`src/core/pbg_pkg.sv`:
```
// Package for the DDR4 bank group command spacing controller
// Assumes a command clock equal to the memory clock, one command slot per cycle
package pbg_pkg;
  // ****************************************
  // Mode register 4 field positions
  // ****************************************
  localparam int MR4_TRAIN_BIT = 10;
  localparam int MR4_RPRE_BIT = 11;
  localparam int MR4_WPRE_BIT = 12;
  localparam logic [2:0] MR4_ADDR = 3'h4;
  // ****************************************
  // Memory clock and timing figures
  // ****************************************
  localparam int TCK_PS = 40000;
  localparam int CCD_S_NCK = 4;
  localparam int CCD_L_NCK = 4;
  localparam int CCD_L_PS = 5000;
  localparam int RRD_S_NCK = 4;
  localparam int RRD_S_PS = 3300;
  localparam int RRD_L_NCK = 4;
  localparam int RRD_L_PS = 4900;
  localparam int WTR_S_NCK = 2;
  localparam int WTR_S_PS = 2500;
  localparam int WTR_L_NCK = 4;
  localparam int WTR_L_PS = 7500;
  localparam int CWL_CLK = 12;
  localparam int WBL_HALF = 4;
  // Larger of clock count and time rounded up
  function automatic int maxck(input int nck, input int ps);
    int c;
    c = (ps + TCK_PS - 1) / TCK_PS;
    return (c > nck) ? c : nck;
  endfunction
  localparam int CCD_S_CYC = CCD_S_NCK;
  localparam int CCD_L_CYC = maxck(CCD_L_NCK, CCD_L_PS);
  localparam int RRD_S_CYC = maxck(RRD_S_NCK, RRD_S_PS);
  localparam int RRD_L_CYC = maxck(RRD_L_NCK, RRD_L_PS);
  localparam int WTR_S_CYC = CWL_CLK + WBL_HALF + maxck(WTR_S_NCK, WTR_S_PS);
  localparam int WTR_L_CYC = CWL_CLK + WBL_HALF + maxck(WTR_L_NCK, WTR_L_PS);
  localparam int CNT_W = 6;
  localparam logic [CNT_W-1:0] CNT_SAT = 6'h3F;
  // ****************************************
  // Commands
  // ****************************************
  typedef enum logic [2:0] {PBG_NOP, PBG_ACT, PBG_RD, PBG_WR, PBG_MRS, PBG_PRE} pbg_cmd_t;
  typedef struct packed {
    pbg_cmd_t cmd;
    logic [1:0] bankGroup;
    logic [1:0] bank;
    logic [16:0] addr;
  } pbg_req_t;
endpackage

```
`src/core/pbg_ctrl.sv`:
```
// Controller that spaces DDR4 commands by bank group and sets preamble modes
// Assumes the device samples cmd outputs each sys_clk edge
// ****************************************
// Notes on behaviour
// ****************************************
// Notes on behaviour
// Write preamble length follows MR4 bit 12 the controller writes.
// Read preamble length follows MR4 bit 11 the controller writes.
// Write and read preamble bits are set independently.
// Two-clock preamble only requested at 2400 MT/s or faster.
// Two-clock read preamble forbids column spacing of exactly five.
// Two-clock write preamble forbids five, or six with write CRC.
// Primary CWL gains two clocks in two-clock write preamble mode.
// Write recovery and write-to-read may be one clock longer; the controller adds no clock to WTR_S_CYC or WTR_L_CYC.
// Preamble training only allowed inside multipurpose register mode.
// Training entered writing MR4 bit 10 one, left writing zero.
// Device drives strobes valid and DQ high after training enable.
// Device holds strobes static until a page 0 register read.
// Write postamble stays half a clock in both preamble modes.
// Device keeps read postamble at half a clock.
// Narrow devices use two bank group bits, x16 uses one.
// Column commands wait short across groups, long within a group.
// Each limit except short column spacing uses the larger of clock count and time.
// Activates wait short across groups, long within a group.
// Reads after writes wait short or long write-to-read delay.
// Per group counters of last column, activate and write.
`timescale 1ns/10ps
`default_nettype none
module pbg_ctrl #(
  parameter int NUM_BG = 4,
  parameter bit FAST_BIN = 1'b1,
  parameter bit ALT_CWL = 1'b0
) (
  input wire logic sys_clk,
  input wire logic sys_rst,
  input wire pbg_pkg::pbg_req_t reqIn,
  input wire logic reqValid,
  output logic reqReady,
  input wire logic wrPre2,
  input wire logic rdPre2,
  input wire logic crcOn,
  input wire logic mprMode,
  input wire logic trainOn,
  output pbg_pkg::pbg_req_t cmdOut,
  output logic trainActive,
  output logic wrPreMode,
  output logic rdPreMode,
  output logic [4:0] cwlUsed
);
  import pbg_pkg::*;
  localparam int BGW = (NUM_BG > 2) ? 2 : 1;
  // ****************************************
  // Per group elapsed counters
  // ****************************************
  logic [CNT_W-1:0] casAge [NUM_BG];
  logic [CNT_W-1:0] actAge [NUM_BG];
  logic [CNT_W-1:0] wrAge [NUM_BG];
  logic [CNT_W-1:0] next_casAge [NUM_BG];
  logic [CNT_W-1:0] next_actAge [NUM_BG];
  logic [CNT_W-1:0] next_wrAge [NUM_BG];
  logic [CNT_W-1:0] lastCas;
  logic [CNT_W-1:0] next_lastCas;
  logic [CNT_W-1:0] needCas;
  logic [CNT_W-1:0] needAct;
  logic [CNT_W-1:0] needWtr;
  logic ok;
  logic issue;
  logic isCas;
  logic modeWrite;
  logic wantW2;
  logic wantR2;
  logic next_trainActive;
  logic next_wrPreMode;
  logic next_rdPreMode;
  pbg_req_t next_cmdOut;
  logic [BGW-1:0] grp;
  logic [CNT_W-1:0] sinceCas;
  assign grp = reqIn.bankGroup[BGW-1:0];
  assign isCas = (reqIn.cmd == PBG_RD) || (reqIn.cmd == PBG_WR);
  assign wantW2 = wrPre2 && FAST_BIN;
  assign wantR2 = rdPre2 && FAST_BIN;
  assign modeWrite = (reqIn.cmd == PBG_MRS) && (reqIn.bankGroup == 2'h1) && (reqIn.bank == 2'h0);

  // ****************************************
  // Spacing checks
  // ****************************************
  always_comb begin
    ok = 1'b1;
    needCas = CNT_W'(CCD_S_CYC);
    needAct = CNT_W'(RRD_S_CYC);
    needWtr = CNT_W'(WTR_S_CYC);
    sinceCas = lastCas;
    for (int g = 0; g < NUM_BG; g++) begin
      needCas = (g == int'(grp)) ? CNT_W'(CCD_L_CYC) : CNT_W'(CCD_S_CYC);
      needAct = (g == int'(grp)) ? CNT_W'(RRD_L_CYC) : CNT_W'(RRD_S_CYC);
      needWtr = (g == int'(grp)) ? CNT_W'(WTR_L_CYC) : CNT_W'(WTR_S_CYC);
      if (isCas && casAge[g] < needCas) begin
        ok = 1'b0;
      end
      if (reqIn.cmd == PBG_ACT && actAge[g] < needAct) begin
        ok = 1'b0;
      end
      if (reqIn.cmd == PBG_RD && wrAge[g] < needWtr) begin
        ok = 1'b0;
      end
    end
    if (isCas && rdPreMode && sinceCas == 6'h05) begin
      ok = 1'b0;
    end
    if (isCas && wrPreMode && sinceCas == (crcOn ? 6'h06 : 6'h05)) begin
      ok = 1'b0;
    end
    if (modeWrite && reqIn.addr[MR4_TRAIN_BIT] && !mprMode) begin
      ok = 1'b0;
    end
  end
  assign reqReady = ok;
  assign issue = reqValid && ok;

  // ****************************************
  // Next state
  // ****************************************
  always_comb begin
    next_cmdOut = '0;
    next_trainActive = trainActive;
    next_wrPreMode = wrPreMode;
    next_rdPreMode = rdPreMode;
    next_lastCas = (lastCas == CNT_SAT) ? lastCas : lastCas + 6'h01;
    for (int g = 0; g < NUM_BG; g++) begin
      next_casAge[g] = (casAge[g] == CNT_SAT) ? casAge[g] : casAge[g] + 6'h01;
      next_actAge[g] = (actAge[g] == CNT_SAT) ? actAge[g] : actAge[g] + 6'h01;
      next_wrAge[g] = (wrAge[g] == CNT_SAT) ? wrAge[g] : wrAge[g] + 6'h01;
      if (issue && g == int'(grp)) begin
        if (isCas) begin
          next_casAge[g] = 6'h01;
        end
        if (reqIn.cmd == PBG_ACT) begin
          next_actAge[g] = 6'h01;
        end
        if (reqIn.cmd == PBG_WR) begin
          next_wrAge[g] = 6'h01;
        end
      end
    end
    if (issue) begin
      next_cmdOut = reqIn;
      if (isCas) begin
        next_lastCas = 6'h01;
      end
      if (modeWrite) begin
        next_cmdOut.addr[MR4_WPRE_BIT] = wantW2;
        next_cmdOut.addr[MR4_RPRE_BIT] = wantR2;
        next_cmdOut.addr[MR4_TRAIN_BIT] = trainOn && mprMode;
        next_wrPreMode = wantW2;
        next_rdPreMode = wantR2;
        next_trainActive = trainOn && mprMode;
      end
    end
  end

  // ****************************************
  // Registers
  // ****************************************
  always_ff @(posedge sys_clk) begin
    if (sys_rst) begin
      cmdOut <= '0;
      trainActive <= 1'b0;
      wrPreMode <= 1'b0;
      rdPreMode <= 1'b0;
      lastCas <= CNT_SAT;
      for (int g = 0; g < NUM_BG; g++) begin
        casAge[g] <= CNT_SAT;
        actAge[g] <= CNT_SAT;
        wrAge[g] <= CNT_SAT;
      end
    end else begin
      cmdOut <= next_cmdOut;
      trainActive <= next_trainActive;
      wrPreMode <= next_wrPreMode;
      rdPreMode <= next_rdPreMode;
      lastCas <= next_lastCas;
      for (int g = 0; g < NUM_BG; g++) begin
        casAge[g] <= next_casAge[g];
        actAge[g] <= next_actAge[g];
        wrAge[g] <= next_wrAge[g];
      end
    end
  end

  // Write latency with two extra clocks for primary choice in two-clock mode
  assign cwlUsed = 5'(CWL_CLK) + ((wrPreMode && !ALT_CWL) ? 5'h02 : 5'h00);
endmodule
`default_nettype wire

```
`config.mk`:
```
export PLATFORM = sky130hd
export DESIGN_NAME = pbg_ctrl
export DESIGN_NICKNAME = d
export VERILOG_FILES = /design/src/core/pbg_pkg.sv /design/src/core/pbg_ctrl.sv
export SDC_FILE = /design/constraint.sdc
export NUM_CORES = 1
export LEC_CHECK = 0
export BUFFER_PORTS_ARGS = -buffer_cell sky130_fd_sc_hd__buf_4
export CAP_MARGIN = 20
export CORE_MARGIN = 1
export CORE_UTILIZATION = 59
export CTS_BUF_LIST = sky130_fd_sc_hd__clkbuf_2 sky130_fd_sc_hd__clkbuf_4 sky130_fd_sc_hd__clkbuf_8
export CTS_CLUSTER_DIAMETER = 200
export DETAILED_ROUTE_END_ITERATION = 7
export PLACE_DENSITY = 0.79
export SKIP_LAST_GASP = 1
export SYNTH_ARGS = -nofsm -noshare
export SYNTH_HDL_FRONTEND = slang
export SYNTH_SLANG_ARGS = --single-unit
```
`constraint.sdc`:
```
create_clock -name sys_clk -period 2.65 [get_ports sys_clk]
set_clock_uncertainty 0.15 [all_clocks]
set_input_delay 0.1325 -clock sys_clk [delete_from_list [all_inputs] [get_ports sys_clk]]
set_output_delay 0.1325 -clock sys_clk [all_outputs]
set_load 0.005 [all_outputs]
```
## Yosys cells after proc, flatten, opt, wreduce, memory -nomap -nowiden

Memory sizes are Yosys's and may differ from the RTL's.
Cells that the tools add are included.

- Add/sub/neg operators: 14
- Magnitude comparators: 12
- Equality and inequality tests: 23
- Mux-type cells: 76
- Bitwise gates (word level): 13
- Reductions and logical operators: 32

Operators by type and width:

| cell | number |
|---|---|
| $mux W6 | 51 |
| $add A6 B1 Y6 const B | 13 |
| $eq A6 B6 Y1 const B | 13 |
| $lt A6 B3 Y1 const B | 8 |
| $logic_and A1 B1 Y1 | 26 |
| $lt A6 B5 Y1 | 4 |
| $mux W1 | 18 |
| $mux W3 | 5 |
| $or A1 B1 Y1 | 12 |
| $eq A3 B2 Y1 const B | 2 |
| $eq A6 B3 Y1 | 1 |
| $eq A6 B3 Y1 const B | 1 |
| $add A4 B2 Y5 const A | 1 |
| $eq A2 B2 Y1 const A | 2 |
| $logic_not A2 Y1 | 2 |
| $mux W2 | 2 |
| $eq A3 B1 Y1 const B | 1 |
| $eq A3 B3 Y1 const B | 1 |
| $eq A1 B2 Y1 const A | 1 |
| $eq A2 B1 Y1 const B | 1 |
| $reduce_and A2 Y1 | 1 |
| $reduce_or A2 Y1 | 1 |
| $logic_not A1 Y1 | 1 |
| $logic_or A1 B1 Y1 | 1 |
| $not A1 Y1 | 1 |

- Flip-flop bits (word level): 33
- Memory bits (writable): 72
- Input port bits: 32
- Output and inout port bits: 33
- Logic and storage cells: 181
- Memories: 3

Memories:

| name | depth | bits a word | read ports | clocked after memory_dff | write ports | RTL line | RTL |
|---|---|---|---|---|---|---|---|
| actAge | 4 | 6 | 4 | 0 | 4 | pbg_ctrl.sv:56 | `logic [CNT_W-1:0] actAge [NUM_BG];` |
| casAge | 4 | 6 | 4 | 0 | 4 | pbg_ctrl.sv:55 | `logic [CNT_W-1:0] casAge [NUM_BG];` |
| wrAge | 4 | 6 | 4 | 0 | 4 | pbg_ctrl.sv:57 | `logic [CNT_W-1:0] wrAge [NUM_BG];` |

## Logic depth before layout (Yosys ltp)

- Word-level depth: 22
- Gate-level depth with buffers: 10
- Depth with buffers taken out: 9

## Worst setup path after synthesis

OpenSTA, ideal clock, no wires.

- Kind: in2reg
- Start point: in reqIn[19] (netlist name)
- End point: reg lastCas[0]
- Library setup time: 127 ps
- Data arrival time: 1934 ps
- Data required time: 2373 ps
- Path slack: 439 ps
- Stages on the path: 9
- Path buffers: 2
- Cell sequence: nand2b_1 -> buf_4 -> ha_1 -> o21a_1 -> a311o_1 -> a311oi_2 -> buf_4 -> nor2_2 -> or3_1

- Cells in the longest elaborated chain, start to end: 19
- Elaborated cells on any way between the ends: 36
- Those cells by class: order compare: 4; eq/ne: 4; mux: 18; reduce/logical: 10

Ends and longest elaborated chain:

| what | RTL line | RTL |
|---|---|---|
| start, declared | pbg_ctrl.sv:36 | `input wire pbg_pkg::pbg_req_t reqIn,` |
| $logic_not A2 Y1 | pbg_ctrl.sv:96 | `needWtr = (g == int'(grp)) ? CNT_W'(WTR_L_CYC) : CNT_W'(WTR_S_CYC);` |
| $mux W3 | pbg_ctrl.sv:96 |  |
| $lt A6 B5 Y1 | pbg_ctrl.sv:103 | `if (reqIn.cmd == PBG_RD && wrAge[g] < needWtr) begin` |
| $logic_and A1 B1 Y1 | pbg_ctrl.sv:103 |  |
| $mux W1 | pbg_ctrl.sv:103 |  |
| $mux W1 | pbg_ctrl.sv:97 | `if (isCas && casAge[g] < needCas) begin` |
| $mux W1 | pbg_ctrl.sv:100 | `if (reqIn.cmd == PBG_ACT && actAge[g] < needAct) begin` |
| $mux W1 | pbg_ctrl.sv:103 |  |
| (+3 left out) | -- |  |
| $mux W1 | pbg_ctrl.sv:97 |  |
| $mux W1 | pbg_ctrl.sv:100 |  |
| $mux W1 | pbg_ctrl.sv:103 |  |
| $mux W1 | pbg_ctrl.sv:107 | `if (isCas && rdPreMode && sinceCas == 6'h05) begin` |
| $mux W1 | pbg_ctrl.sv:110 | `if (isCas && wrPreMode && sinceCas == (crcOn ? 6'h06 : 6'h05)) begin` |
| $mux W1 (*) | pbg_ctrl.sv:113 | `if (modeWrite && reqIn.addr[MR4_TRAIN_BIT] && !mprMode) begin` |
| $logic_and A1 B1 Y1 (*) | pbg_ctrl.sv:118 | `assign issue = reqValid && ok;` |
| $mux W6 (*) | pbg_ctrl.sv:145 | `if (issue) begin` |
| end signal, assigned | pbg_ctrl.sv:181 | `lastCas <= next_lastCas;` |
| end, declared | pbg_ctrl.sv:61 | `logic [CNT_W-1:0] lastCas;` |

Mark *: on every way between the ends. The rest lies on a longest branch, timed or not.
A chain may end at the register's enable or synchronous reset.

## Final worst setup path

- Start point: in reqIn[20] (netlist name)
- End point: out reqReady

- Cells in the longest elaborated chain, start to end: 17
- Elaborated cells on any way between the ends: 34
- Those cells by class: order compare: 4; eq/ne: 4; mux: 17; reduce/logical: 9

Ends and longest elaborated chain:

| what | RTL line | RTL |
|---|---|---|
| $logic_not A2 Y1 | pbg_ctrl.sv:96 |  |
| $mux W3 | pbg_ctrl.sv:96 |  |
| $lt A6 B5 Y1 | pbg_ctrl.sv:103 |  |
| $logic_and A1 B1 Y1 | pbg_ctrl.sv:103 |  |
| $mux W1 | pbg_ctrl.sv:103 |  |
| $mux W1 | pbg_ctrl.sv:97 |  |
| $mux W1 | pbg_ctrl.sv:100 |  |
| $mux W1 | pbg_ctrl.sv:103 |  |
| $mux W1 | pbg_ctrl.sv:97 |  |
| $mux W1 | pbg_ctrl.sv:100 |  |
| $mux W1 | pbg_ctrl.sv:103 |  |
| $mux W1 | pbg_ctrl.sv:97 |  |
| $mux W1 | pbg_ctrl.sv:100 |  |
| $mux W1 | pbg_ctrl.sv:103 |  |
| $mux W1 | pbg_ctrl.sv:107 |  |
| $mux W1 | pbg_ctrl.sv:110 |  |
| $mux W1 (*) | pbg_ctrl.sv:113 |  |
| end, declared | pbg_ctrl.sv:38 | `output logic reqReady,` |

Marks and branches as above.

==> flow_summary.json <==
{
  "routed_wl_mm": 11.86,
  "crit_arrival_ps": 2320,
  "setup_viol": 0,
  "antenna_found_initial": 0,
  "hold_path.class": "input pin to flip-flop",
  "p_int_mw": 3.780,
  "dp.cells": 675,
  "io_buffers": 60,
  "worstHoldEndpoint": "cmdOut[21]",
  "die_width_um": 91.69,
  "grt_pass1_wl_mm": 18.56,
  "hpwlAfterDp_mm": 7.422,
  "dominantRegCellSynth": "dfxtp_1",
  "outcome": "finished, final reports clean",
  "post-place-ws_ps": 199.9,
  "h-tree-depth": 3,
  "first_global_vias": 4005,
  "drt-wirelength-per-cell_um": 16.43,
  "hold_path_depth": 3,
  "core_um2": 7767,
  "holdCritStartpoint": "reqValid",
  "die_area_um2": 8406,
  "finalPower_mw": 6.052,
  "drtIter0Drc": 258,
  "top_layer": "met4",
  "clk-insertion-delay-late_ps": 360,
  "hold_violations": 0,
  "grt_overflow": 0,
  "num_rows": 32,
  "areaGrowthSynthToFinish_pct": 23.49,
  "cts_tree": "yes",
  "ys_seq_area_share_pct": 44.29,
  "instances_no_fill": 722,
  "peakVddDrop_v": 0.0006988,
  "slew_headroom_pct": 49.85,
  "grt_max_degree": 66,
  "gp_congestion": 0.8643,
  "antenna_left": 0,
  "timing.rr.start": "actAge[1][5]",
  "synth_cell_type_count": 42,
  "root_buffer": "clkbuf_8",
  "ios": 65,
  "fin_setup_tns_ps": 0,
  "fmax_mhz": 383.9,
  "drc": 0,
  "pwr-share-comb_pct": 42.9,
  "fillers": 544,
  "clock_path_buffers": 2,
  "cts_sinks": 105,
  "clk_pin_slew_worst_paths_ps": 90,
  "netlist_instances": 519,
  "vias": 4295,
  "met1_length_mm": 4.892,
  "fin_crit_sh_pct": 98.29,
  "ys_ff_latch": 105,
  "finalCriticalPeriod_ps": 2605,
  "drt-pass1-iter-count": 4,
  "startpoint_type": "input pin",
  "drive_gt1_share_pct": 17.12,
  "path_class": "input pin to output port",
  "worst-path-max-fanout": 7,
  "place_area_um2": 5336,
  "swShare_pct": 37.55,
  "synth_edf_count": 0,
  "switchingPower_mw": 2.272,
  "postSynthAreaPerCell_um2": 9.144,
  "grt_use_total_pct": 27.63,
  "final_area_um2": 5861,
  "die_h_um": 91.69,
  "yosys_warnings": 0,
  "fin_hold_ws_ps": 45.25,
  "start_util_pct": 61.10,
  "worstMarginPinSlew_ps": 742.5,
  "route.met2.wl_mm": 6.145,
  "reg2regPathDepth": 7,
  "ff2ff_setup_slack_ps": 210,
  "endpoint_kind": "output port",
  "seqPwrFrac_pct": 42.0,
  "syn_area_um2": 4746,
  "r2r_end": "actAge[1][1]",
  "slew_violations": 0,
  "cts_buffers": 9,
  "synthArstFlopShare_pct": 0,
  "power_density_nw_per_um2": 1033,
  "fin_nets": 666,
  "crit_required_ps": 2370,
  "clock_power_share_pct": 15.1,
  "fin_ws_ps": 45.27,
  "vias_per_cell": 5.949,
  "drv_cap": 0,
  "wl_met3_um": 574,
  "post-route-util_pct": 75.45,
  "p_leak_nw": 2.521
}
==> worst max-delay path by stage <==
| stage | startpoint | end | slack [ps] | depth (start not counted) |
|---|---|---|---|---|
| global placement | actAge[1][4] | actAge[1][2] | 260 | 7 |
| CTS | reqIn[20] | reqReady | 20 | 12 |
| global route | reqIn[20] | reqReady | -10 | 12 |
| detailed placement | actAge[1][4] | actAge[1][1] | 200 | 7 |
| floorplan | reqIn[19] | lastCas[0] | 440 | 9 |
| finish | reqIn[20] | reqReady | 50 | 12 |
==> placed cells by master (no fill, tap or decap), drive strengths merged, types with 11 or more instances in the layout <==
cell type and n:
xor2 17, o21ai 79, dlygate4sd3 27, ha 18, nand3b 16, clkbuf 13, dfxtp 105, nand2b 13
nor2 20, nor4 11, and2 28, and3 24, nand2 18, mux2i 25, buf 77, nand3 37
a21oi 17
==> metal layers <==
layer  global-route usage, %  vias up
met5                       0        -
met4                   10.98        0
met3                   5.224       24
met2                   48.87      138
met1                   32.90     2077
li1                        -     2056
==> what timing repair did <==
item / CTS / global route
setup buffers: 0 / 4
hold buffers: 27 / 0
endpoints found under the setup margin: 0 / 41
resized for setup: 0 / 16
hold endpoints to repair: 27 / 0
==> sequential cells by signal (all words and copies together) (netlist names) <==
signal       flops
actAge          24
casAge          24
cmdOut          24
lastCas          6
rdPreMode        1
trainActive      1
wrAge           24
wrPreMode        1
==> logic make-up (layout without fill, tap and decap cells) <==
| group | count (synthesis) | count (layout) | share of synthesized area [%] |
|---|---|---|---|
| other | 2 | 5 | 0.1582 |
| adders and majority gates | 18 | 18 | 4.746 |
| and+or+nand+nor | 197 | 197 | 23.78 |
| buffers and inverters | 28 | 126 | 2.768 |
| DFF | 105 | 105 | 44.29 |
| AOI/OAI and AO/OA | 117 | 117 | 14.00 |
| muxes | 25 | 25 | 5.273 |
| xor gates and xnor gates | 27 | 27 | 4.983 |
==> critical path, cell delays in order <==
cell and delay (ps):
dlygate4sd3_1 550, buf_6 140, nor2b_4 140, inv_2 70
ha_1 180, o21a_1 170, nor2_1 110, a32oi_1 80
a311oi_2 350, clkbuf_16 210, nor2_1 70, buf_4 140
==> power by group through the flow <==
stage	sequential, mW	clock [mW]	combinational, mW
5_1_grt	2.61	0.983	2.92
2_1_floorplan	2.44	0	2.06
6_report	2.54	0.916	2.60
4_1_cts	2.52	0.912	2.55
3_3_place_gp	2.52	0	2.37
3_5_place_dp	2.55	0	2.49
==> Yosys cell counts, types with 6 or more instances <==
cell type  instances  share of area, %
nor3_1             9              0.95
nor4_1            11               1.5
dfxtp_1          105                44
xor2_1            17               3.1
nand3b_1          16               2.5
and3_1            24               3.2
buf_4              7               1.1
or3_1             10               1.3
o21ai_0           79               8.3
clkbuf_1          14               1.1
inv_1              6              0.47
nand2_1           17               1.3
xnor2_1           10               1.8
ha_1              18               4.7
nand2b_1          13               1.7
a21oi_1           17               1.8
nor2_1            19               1.5
mux2i_1           25               5.3
nand3_1           37               3.9
and2_1            28               3.7
==> layout make-up <==
type	instances	area [um2]	share of cell area [%]
multi-input cells	388	2551	43.53
flip-flops and latches	105	2102	35.87
repair buffers	105	874.6	14.92
clock buffers	12	158.9	2.711
well taps	102	127.6	2.178
inverters	7	28.78	0.4910
clock inverters	2	15.01	0.2562
diodes	1	2.502	0.04270
Power figures use the tool's default switching activity.
